File: src/common/ftc_pkg.sv
package ftc_pkg;
  localparam int FTC_CNT_W = 16;
  localparam logic [7:0] FTC_SEL_RST = 8'h00;
  localparam logic [7:0] FTC_CTL0_RST = 8'h00;
  localparam logic [15:0] FTC_CNT_RST = 16'h0000;
  localparam int FTC_SEL_B_MSB = 7;
  localparam int FTC_SEL_B_LSB = 4;
  localparam int FTC_SEL_A_MSB = 3;
  localparam int FTC_SEL_A_LSB = 0;
  localparam int FTC_DIV_MSB = 1;
  localparam int FTC_DIV_LSB = 0;
  localparam logic [2:0] FTC_LAST_BIT = 3'h7;

  // command bytes
  localparam logic [7:0] FTC_OPC_RD_TIMER = 8'hFA;
  localparam logic [7:0] FTC_OPC_CLR_TIMER = 8'h56;
  localparam logic [7:0] FTC_OPC_WR_SEL = 8'h1A;
  localparam logic [7:0] FTC_OPC_RD_SEL = 8'h9A;
  localparam logic [7:0] FTC_OPC_WR_CTL0 = 8'h14;
  localparam logic [7:0] FTC_OPC_RD_CTL0 = 8'hD2;

  // bit positions in the interrupt flag register
  localparam int FTC_IF_F0 = 0;
  localparam int FTC_IF_F1 = 1;
  localparam int FTC_IF_WAKE = 2;
  localparam int FTC_IF_MODE_CHG = 3;
  localparam int FTC_IF_BUS_ERR = 4;
  localparam int FTC_IF_TXDONE = 5;
  localparam int FTC_IF_RXQ = 6;
  localparam int FTC_IF_RXTEMP = 7;
  // bit positions in the status flag register
  localparam int FTC_SF_RXFULL = 0;
  localparam int FTC_SF_RXEMPTY = 1;
  localparam int FTC_SF_BUS_OFF = 2;
  localparam int FTC_SF_ERR_PASV = 3;
  localparam int FTC_SF_TXHALF = 4;
  localparam int FTC_SF_TXEMPTY = 5;

  // selector codes
  localparam logic [3:0] FTC_PICK_F0 = 4'h0;
  localparam logic [3:0] FTC_PICK_F1 = 4'h1;
  localparam logic [3:0] FTC_PICK_WAKE = 4'h2;
  localparam logic [3:0] FTC_PICK_MODE_CHG = 4'h3;
  localparam logic [3:0] FTC_PICK_BUS_ERR = 4'h4;
  localparam logic [3:0] FTC_PICK_TXDONE = 4'h5;
  localparam logic [3:0] FTC_PICK_RXQ = 4'h6;
  localparam logic [3:0] FTC_PICK_RXTEMP = 4'h7;
  localparam logic [3:0] FTC_PICK_RXFULL = 4'h8;
  localparam logic [3:0] FTC_PICK_RXEMPTY = 4'h9;
  localparam logic [3:0] FTC_PICK_BUS_OFF = 4'hA;
  localparam logic [3:0] FTC_PICK_ERR_PASV = 4'hB;
  localparam logic [3:0] FTC_PICK_TXHALF = 4'hC;
  localparam logic [3:0] FTC_PICK_TXEMPTY = 4'hD;

  // divider codes
  localparam logic [1:0] FTC_DIV_1 = 2'h0;
  localparam logic [1:0] FTC_DIV_2 = 2'h1;
  localparam logic [1:0] FTC_DIV_4 = 2'h2;
  localparam logic [1:0] FTC_DIV_8 = 2'h3;

  typedef enum logic [2:0] {
    FTC_ST_CMD,
    FTC_ST_WR_SEL,
    FTC_ST_WR_CTL,
    FTC_ST_SEND,
    FTC_ST_SKIP
  } ftc_spi_st_e;

  function automatic logic ftc_flag_pick(input logic [3:0] sel,
                                         input logic [7:0] int_flags,
                                         input logic [7:0] stat_flags);
    logic r;
    r = 1'b0;
    unique case (sel)
      FTC_PICK_F0: r = int_flags[FTC_IF_F0];
      FTC_PICK_F1: r = int_flags[FTC_IF_F1];
      FTC_PICK_WAKE: r = int_flags[FTC_IF_WAKE];
      FTC_PICK_MODE_CHG: r = int_flags[FTC_IF_MODE_CHG];
      FTC_PICK_BUS_ERR: r = int_flags[FTC_IF_BUS_ERR];
      FTC_PICK_TXDONE: r = int_flags[FTC_IF_TXDONE];
      FTC_PICK_RXQ: r = int_flags[FTC_IF_RXQ];
      FTC_PICK_RXTEMP: r = int_flags[FTC_IF_RXTEMP];
      FTC_PICK_RXFULL: r = stat_flags[FTC_SF_RXFULL];
      FTC_PICK_RXEMPTY: r = stat_flags[FTC_SF_RXEMPTY];
      FTC_PICK_BUS_OFF: r = stat_flags[FTC_SF_BUS_OFF];
      FTC_PICK_ERR_PASV: r = stat_flags[FTC_SF_ERR_PASV];
      FTC_PICK_TXHALF: r = stat_flags[FTC_SF_TXHALF];
      FTC_PICK_TXEMPTY: r = stat_flags[FTC_SF_TXEMPTY];
      default: r = 1'b0;
    endcase
    return r;
  endfunction : ftc_flag_pick

  function automatic logic [2:0] ftc_div_mask(input logic [1:0] div);
    logic [2:0] m;
    m = 3'h0;
    unique case (div)
      FTC_DIV_1: m = 3'h0;
      FTC_DIV_2: m = 3'h1;
      FTC_DIV_4: m = 3'h3;
      FTC_DIV_8: m = 3'h7;
    endcase
    return m;
  endfunction : ftc_div_mask
endpackage : ftc_pkg

File: src/hw/ftc_flag_pin_mux.sv
`timescale 1ns/1ps
module ftc_flag_pin_mux (
  // clock and reset
  input wire logic i_clk,
  input wire logic i_rstn,
  // selection and flags
  input wire logic [7:0] i_sel,
  input wire logic [7:0] i_int_flags,
  input wire logic [7:0] i_stat_flags,
  // pins
  output logic o_pin_a,
  output logic o_pin_b
);
  import ftc_pkg::*;

  logic [3:0] sel_a;
  logic [3:0] sel_b;
  assign sel_a = i_sel[FTC_SEL_A_MSB:FTC_SEL_A_LSB];
  assign sel_b = i_sel[FTC_SEL_B_MSB:FTC_SEL_B_LSB];

  // one register stage keeps the pins glitch free on selector changes
  always_ff @(posedge i_clk or negedge i_rstn) begin
    if (!i_rstn) begin
      o_pin_a <= 1'b0;
      o_pin_b <= 1'b0;
    end else begin
      o_pin_a <= ftc_flag_pick(sel_a,
                               i_int_flags,
                               i_stat_flags);
      o_pin_b <= ftc_flag_pick(sel_b,
                               i_int_flags,
                               i_stat_flags);
    end
  end

  a_pin_a_follows: assert property (
    @(posedge i_clk) disable iff (!i_rstn)
    ##1 o_pin_a == ftc_flag_pick($past(sel_a), $past(i_int_flags),
                                 $past(i_stat_flags)))
    else $error("pin a does not follow its selected flag");
  a_bus_off_pin_b: assert property (
    @(posedge i_clk) disable iff (!i_rstn)
    sel_b == FTC_PICK_BUS_OFF
    |=> o_pin_b == $past(i_stat_flags[FTC_SF_BUS_OFF]))
    else $error("pin b does not follow bus disconnected flag");
  a_err_pasv_pin_b: assert property (
    @(posedge i_clk) disable iff (!i_rstn)
    sel_b == FTC_PICK_ERR_PASV
    |=> o_pin_b == $past(i_stat_flags[FTC_SF_ERR_PASV]))
    else $error("pin b does not follow error passive flag");
  a_f0_pin_b: assert property (
    @(posedge i_clk) disable iff (!i_rstn)
    sel_b == FTC_PICK_F0
    |=> o_pin_b == $past(i_int_flags[FTC_IF_F0]))
    else $error("pin b does not follow filter zero flag");
  a_bus_err_pin_a: assert property (
    @(posedge i_clk) disable iff (!i_rstn)
    sel_a == FTC_PICK_BUS_ERR
    |=> o_pin_a == $past(i_int_flags[FTC_IF_BUS_ERR]))
    else $error("pin a does not follow bus error flag");
endmodule : ftc_flag_pin_mux

File: src/hw/ftc_time_tag_top.sv
`timescale 1ns/1ps
module ftc_time_tag_top (
  // clock and reset
  input wire logic i_ref_clk,
  input wire logic i_rstn,
  // serial host port, mode 0
  input wire logic i_spi_sck,
  input wire logic i_spi_csn,
  input wire logic i_spi_mosi,
  output logic o_spi_miso,
  output logic o_spi_miso_oe,
  // bit clock tick from the bit timing logic
  input wire logic i_bit_tick,
  // flag registers
  input wire logic [7:0] i_int_flags,
  input wire logic [7:0] i_stat_flags,
  // flag output pins
  output logic o_flag_output_pin_a,
  output logic o_flag_output_pin_b
);
  import ftc_pkg::*;

  logic [1:0] rst_sync_q;
  logic rstn;
  logic sck_q;
  logic sck_rise;
  logic sck_fall;
  logic [2:0] bit_cnt_q;
  logic [6:0] rx_sh_q;
  logic byte_done;
  logic [7:0] rx_byte;
  ftc_spi_st_e st_q;
  logic [15:0] tx_sh_q;
  logic [7:0] sel_q;
  logic [7:0] ctl0_q;
  logic clr_q;
  logic [2:0] presc_q;
  logic [2:0] div_mask;
  logic advance;
  logic [FTC_CNT_W-1:0] count_q;
  logic decode;

  always_ff @(posedge i_ref_clk or negedge i_rstn) begin
    if (!i_rstn) begin
      rst_sync_q <= 2'h0;
    end else begin
      rst_sync_q <= {rst_sync_q[0], 1'b1};
    end
  end
  assign rstn = rst_sync_q[1];

  // port pins are synchronous, so a one cycle delay gives the edges
  always_ff @(posedge i_ref_clk or negedge rstn) begin
    if (!rstn) begin
      sck_q <= 1'b0;
    end else begin
      sck_q <= i_spi_sck;
    end
  end
  assign sck_rise = !i_spi_csn && i_spi_sck && !sck_q;
  assign sck_fall = !i_spi_csn && !i_spi_sck && sck_q;
  assign byte_done = sck_rise && (bit_cnt_q == FTC_LAST_BIT);
  assign rx_byte = {rx_sh_q, i_spi_mosi};
  assign decode = byte_done && (st_q == FTC_ST_CMD);

  // a partial byte is dropped when select rises
  always_ff @(posedge i_ref_clk or negedge rstn) begin
    if (!rstn) begin
      bit_cnt_q <= 3'h0;
      rx_sh_q <= 7'h00;
    end else if (i_spi_csn) begin
      bit_cnt_q <= 3'h0;
    end else if (sck_rise) begin
      bit_cnt_q <= bit_cnt_q + 3'h1;
      rx_sh_q <= rx_byte[6:0];
    end
  end

  // command byte first, then data bytes until select rises
  always_ff @(posedge i_ref_clk or negedge rstn) begin
    if (!rstn) begin
      st_q <= FTC_ST_CMD;
    end else if (i_spi_csn) begin
      st_q <= FTC_ST_CMD;
    end else if (byte_done) begin
      unique case (st_q)
        FTC_ST_CMD: begin
          unique case (rx_byte)
            FTC_OPC_RD_TIMER: st_q <= FTC_ST_SEND;
            FTC_OPC_RD_SEL: st_q <= FTC_ST_SEND;
            FTC_OPC_RD_CTL0: st_q <= FTC_ST_SEND;
            FTC_OPC_WR_SEL: st_q <= FTC_ST_WR_SEL;
            FTC_OPC_WR_CTL0: st_q <= FTC_ST_WR_CTL;
            default: st_q <= FTC_ST_SKIP;
          endcase
        end
        FTC_ST_WR_SEL: st_q <= FTC_ST_SKIP;
        FTC_ST_WR_CTL: st_q <= FTC_ST_SKIP;
        FTC_ST_SEND: st_q <= FTC_ST_SEND;
        FTC_ST_SKIP: st_q <= FTC_ST_SKIP;
      endcase
    end
  end

  // both count bytes are latched at once so a carry between them is harmless
  always_ff @(posedge i_ref_clk or negedge rstn) begin
    if (!rstn) begin
      tx_sh_q <= 16'h0000;
      o_spi_miso <= 1'b0;
      o_spi_miso_oe <= 1'b0;
    end else if (i_spi_csn) begin
      o_spi_miso_oe <= 1'b0;
      o_spi_miso <= 1'b0;
    end else if (decode) begin
      unique case (rx_byte)
        FTC_OPC_RD_TIMER: tx_sh_q <= count_q;
        FTC_OPC_RD_SEL: tx_sh_q <= {sel_q, 8'h00};
        FTC_OPC_RD_CTL0: tx_sh_q <= {ctl0_q, 8'h00};
        default: tx_sh_q <= 16'h0000;
      endcase
    end else if (sck_fall && st_q == FTC_ST_SEND) begin
      o_spi_miso <= tx_sh_q[15];
      o_spi_miso_oe <= 1'b1;
      tx_sh_q <= {tx_sh_q[14:0], 1'b0};
    end
  end

  always_ff @(posedge i_ref_clk or negedge rstn) begin
    if (!rstn) begin
      sel_q <= FTC_SEL_RST;
    end else if (byte_done && st_q == FTC_ST_WR_SEL) begin
      sel_q <= rx_byte;
    end
  end

  always_ff @(posedge i_ref_clk or negedge rstn) begin
    if (!rstn) begin
      ctl0_q <= FTC_CTL0_RST;
    end else if (byte_done && st_q == FTC_ST_WR_CTL) begin
      ctl0_q <= rx_byte;
    end
  end

  always_ff @(posedge i_ref_clk or negedge rstn) begin
    if (!rstn) begin
      clr_q <= 1'b0;
    end else begin
      clr_q <= decode && (rx_byte == FTC_OPC_CLR_TIMER);
    end
  end

  assign div_mask = ftc_div_mask(ctl0_q[FTC_DIV_MSB:FTC_DIV_LSB]);
  assign advance = i_bit_tick && ((presc_q & div_mask) == div_mask);

  always_ff @(posedge i_ref_clk or negedge rstn) begin
    if (!rstn) begin
      presc_q <= 3'h0;
    end else if (clr_q) begin
      presc_q <= 3'h0;
    end else if (i_bit_tick) begin
      presc_q <= presc_q + 3'h1;
    end
  end

  // wrap is silent: no overflow flag exists
  always_ff @(posedge i_ref_clk or negedge rstn) begin
    if (!rstn) begin
      count_q <= FTC_CNT_RST;
    end else if (clr_q) begin
      count_q <= FTC_CNT_RST;
    end else if (advance) begin
      count_q <= count_q + 16'h0001;
    end
  end

  ftc_flag_pin_mux u_pin_mux (
    .i_clk(i_ref_clk),
    .i_rstn(rstn),
    .i_sel(sel_q),
    .i_int_flags(i_int_flags),
    .i_stat_flags(i_stat_flags),
    .o_pin_a(o_flag_output_pin_a),
    .o_pin_b(o_flag_output_pin_b)
  );

  a_count_step: assert property (
    @(posedge i_ref_clk) disable iff (!rstn)
    advance && !clr_q |=> count_q == $past(count_q) + 16'h0001)
    else $error("counter did not step by one");
  a_count_hold: assert property (
    @(posedge i_ref_clk) disable iff (!rstn)
    !advance && !clr_q |=> $stable(count_q))
    else $error("counter moved without an advance");
  a_count_clear: assert property (
    @(posedge i_ref_clk) disable iff (!rstn)
    decode && rx_byte == FTC_OPC_CLR_TIMER |=> ##1 count_q == FTC_CNT_RST)
    else $error("counter not cleared by clear command");
  a_presc_clear: assert property (
    @(posedge i_ref_clk) disable iff (!rstn)
    clr_q |=> presc_q == 3'h0 && count_q == FTC_CNT_RST)
    else $error("clear left the counter or prescaler running");
  a_snap_count: assert property (
    @(posedge i_ref_clk) disable iff (!rstn)
    decode && rx_byte == FTC_OPC_RD_TIMER |=> tx_sh_q == $past(count_q))
    else $error("count snapshot mismatch");
  a_div8_rate: assert property (
    @(posedge i_ref_clk) disable iff (!rstn)
    advance && ctl0_q[FTC_DIV_MSB:FTC_DIV_LSB] == FTC_DIV_8 |-> presc_q == 3'h7)
    else $error("divide by eight advanced off phase");
  a_div2_rate: assert property (
    @(posedge i_ref_clk) disable iff (!rstn)
    advance && ctl0_q[FTC_DIV_MSB:FTC_DIV_LSB] == FTC_DIV_2 |-> presc_q[0])
    else $error("divide by two advanced off phase");
  a_sel_write: assert property (
    @(posedge i_ref_clk) disable iff (!rstn)
    byte_done && st_q == FTC_ST_WR_SEL |=> sel_q == $past(rx_byte))
    else $error("pin select write not stored");
  a_miso_idle: assert property (
    @(posedge i_ref_clk) disable iff (!rstn)
    i_spi_csn |=> !o_spi_miso_oe)
    else $error("serial output driven while deselected");
  a_upper_first: assert property (
    @(posedge i_ref_clk) disable iff (!rstn)
    st_q == FTC_ST_SEND && sck_fall && !i_spi_csn
    |=> o_spi_miso == $past(tx_sh_q[15]) && o_spi_miso_oe)
    else $error("serial output not msb first");
  a_tx_only_send: assert property (
    @(posedge i_ref_clk) disable iff (!rstn)
    $rose(o_spi_miso_oe) |-> $past(st_q) == FTC_ST_SEND && $past(sck_fall))
    else $error("output enabled outside a read");
endmodule : ftc_time_tag_top

File: config.mk
export PLATFORM = sky130hd
export DESIGN_NAME = ftc_time_tag_top
export DESIGN_NICKNAME = d
export VERILOG_FILES = /design/src/common/ftc_pkg.sv /design/src/hw/ftc_flag_pin_mux.sv /design/src/hw/ftc_time_tag_top.sv
export SDC_FILE = /design/constraint.sdc
export NUM_CORES = 1
export LEC_CHECK = 0
export BUFFER_PORTS_ARGS = -buffer_cell sky130_fd_sc_hd__buf_4
export CAP_MARGIN = 40
export CORE_MARGIN = 3
export CORE_UTILIZATION = 30
export CTS_CLUSTER_SIZE = 30
export DETAILED_ROUTE_END_ITERATION = 10
export MAX_ROUTING_LAYER = met4
export PLACE_DENSITY = 0.46
export SYNTH_ARGS = -nofsm -noshare
export SYNTH_HDL_FRONTEND = slang
export SYNTH_SLANG_ARGS = --single-unit
export TNS_END_PERCENT = 5
File: constraint.sdc
create_clock -name i_ref_clk -period 3.11 [get_ports i_ref_clk]
set_input_delay 0.4665 -clock i_ref_clk [delete_from_list [all_inputs] [get_ports i_ref_clk]]
set_output_delay 0.4665 -clock i_ref_clk [all_outputs]
set_load 0.005 [all_outputs]
==> results.cfg <==
[worst_setup_path]
start_kind = flop
r2r_start = bit_cnt_q[0]
reg2reg_depth = 7
r2r_end = tx_sh_q[11]
reg2reg_setup_slack_ns = 1.02
critPathRequiredTime_ns = 3.38
arrival_ns = 2.36
worstSetupPathType = reg2reg
cp-startpoint = bit_cnt_q[0]
crit_path_end_kind = flop
path_max_fanout = 8

[drt]
drtAntennaViolNets = 0
routed_wirelength_mm = 8.51
drt_iter0_drc = 167
drtPass1Iterations = 6
drc = 0
avgRoutedWirePerCell_um = 15.6
vias = 2744
via_per_inst = 5.03

[sta]
fin_ws_ns = 1.02
finalSetupTns_ns = 0
post-route-period-util_pct = 67.1
relSlewSlack_pct = 53.8
period_needed_ns = 2.09
skew_ns = 0.00455
max_freq_mhz = 479
tightest_slew_ns = 0.693
finalHoldViolCount = 0
setup_viol = 0
rsz0062_at_grt = no
maxSlewViolCount = 0

[die]
start_util_pct = 30.9
dieArea_sq_um = 13900
die_height_um = 118
io_pins = 26
coreArea_sq_um = 12200
die_w_um = 118
rows = 40

[worst_hold_path]
min_from = i_spi_sck
min_path_cells = 1
hold_path_end = sck_q
hold_class = in2reg

[global_routing]
grt_use_total_pct = 13.3
grt_overflow = 0
antenna_found_initial = 0
grt_first_pass_wirelength_mm = 14.6
grt_pass1_vias = 2781
grt_max_degree = 32

[clock_tree]
clk_latency_ns = 0.33
h-tree-depth = 3
cts.sinks = 72
ctsLongestPathBuffers = 2
clk_root_buffer_cell = clkbuf_16
clk_pin_slew_ns = 0.06
numCtsBuffers = 9
cts_tree = built
cts_resized = 0

[pwr]
total_power_uw = 2870
power_density_nw_per_um2 = 643
peakVddDrop_mv = 0.429
p_leak_uw = 0.00193

[cells_and_area]
final_nets = 398
final_area_sq_um = 4460
utilization_pct = 36.7
drive_above_1_share_pct = 23.9
area_growth_pct = 18.6
n_antenna_cell = 0

[synthesis]
synth_top_area_cell = dfrtp_1
synth_edf_count = 0
synth.top_cell.area_share_pct = 47.9
ys_seq_area_share_pct = 47.9
yosysWarnings = 0
syn_area_per_cell_sq_um = 10.7
synth_area_sq_um = 3760
ys.flop_type = dfrtp_1
ys_types = 53
yosys_register_bits = 72
async_flop_share_pct = 100
syn_inst = 352
ys_top_cells_by_area = dfrtp_1 48%, mux2_2 7.2%, mux4_2 4.8%
synth_nets = 378

[status]
status = completed

[place]
place_congestion = 0.735
numPortBuffers = 23
dpl_cell_area_sq_um = 4100
pre_cts_slack_ns = 0.993
post-dp-hpwl_mm = 5.89

[flow_run]
drv_cap = 0
-- worst max-delay path by stage --
stage / to / slack, ns / cells past startpoint
after CTS: tx_sh_q[2] / 0.98 / 8
after floorplan: bit_cnt_q[0] / 0.96 / 0
final: tx_sh_q[11] / 1.02 / 7
after global placement: tx_sh_q[13] / 1.04 / 7
after detailed placement: tx_sh_q[2] / 0.99 / 8
after global routing: tx_sh_q[4] / 0.83 / 8
-- sequential cells by signal (all words and copies together) (netlist names), 2 cells and up --
register,count
presc_q,3
bit_cnt_q,3
st_q,3
rst_sync_q,2
rx_sh_q,7
sel_q,8
tx_sh_q,16
count_q,16
ctl0_q,8
-- stage by stage --
stage	hold slack, ns	instances
after floorplan	0.171	352
after global placement	0.252	528
after detailed placement	0.251	528
after CTS	0.252	545
after global routing	0.262	545
final	0.264	545
-- metal layers --
layer  part of all wire [%]  up-vias  track usage (%)
met1                     49     1380             18.5
met5                      0        -                -
li1                       -     1328                -
met3                    2.3       11             3.27
met4                    1.3        0             3.74
met2                     47       25             19.5
-- cell type report --
cell class	count	area (sq um)
flip-flops and latches	72	1800
clock inverters	5	103
inverters	5	18.8
repair buffers	30	228
multi-input cells	254	1850
well taps	168	210
clock buffers	11	253
fillers	1246	7700
-- repair_timing --
item,in CTS,in global routing
buffers inserted,0,0
hold buffers,1,0
endpoints found under the hold margin,2,0
-- power breakdown --
part	leakage, uW	internal (uW)	switching, uW
sequential	0.000959	1050	225
combinational	0.000803	196	188
clock	0.000172	825	390
total	0.00193	2070	804
-- cells in the final DEF (no fill, tap or decap), drive strengths merged, types with 2 or more instances in the layout --
master   n
xor2     6
nand4    8
a22oi    9
bufinv   3
mux2    24
o21ai   33
and2     4
nor2    28
mux2i    3
ha       4
o31ai    5
xnor2    7
a22o     8
nand2   27
and4bb   3
buf     29
and4     2
and3     2
or3      2
a21oi   19
nor3b    4
inv      5
clkbuf  11
mux4     8
and3b    2
o21a     9
nor3     5
nand3    7
nor2b    3
and2b    2
or4      4
nor4     3
dfrtp   72
-- kinds of logic (layout without fill, tap and decap cells) --
group | count (synthesis) | after routing | share of synthesized area (%)
AND/OR/NAND/NOR | 110 | 110 | 16.2
AO/OA/AOI/OAI | 91 | 91 | 15.7
flip-flops | 72 | 72 | 47.9
multiplexers | 35 | 35 | 12.8
buffers and inverters | 26 | 51 | 3.06
XOR/XNOR | 13 | 13 | 3.03
adder cells (fa/ha/maj) | 4 | 4 | 1.33
other | 1 | 1 | 0.0996
-- critical path, cell delays in order (launching register included) --
cell      delay, ns
dfrtp_1        0.37
ha_1           0.16
ha_1           0.16
and4bb_2       0.30
nand2_1        0.17
or3b_1         0.55
o21ai_1        0.19
o21a_1         0.14
-- cells in the mapped netlist (all sizes together), types with 2 or more instances --
master / instances
o21ai: 33
and3b: 2
nand3: 7
and4: 2
and2b: 2
a21oi: 19
nor2: 28
clkbuf: 12
and2: 4
o21a: 9
inv: 5
o31ai: 5
nor3b: 4
or3: 2
mux2: 24
nor2b: 3
dfrtp: 72
a22oi: 9
xor2: 6
ha: 4
and4bb: 3
or4: 4
a22o: 8
mux4: 8
nor4: 3
nand4: 8
mux2i: 3
xnor2: 7
buf: 9
nor3: 5
and3: 2
nand2: 27
No activity file was read; power rests on OpenSTA's default activity.
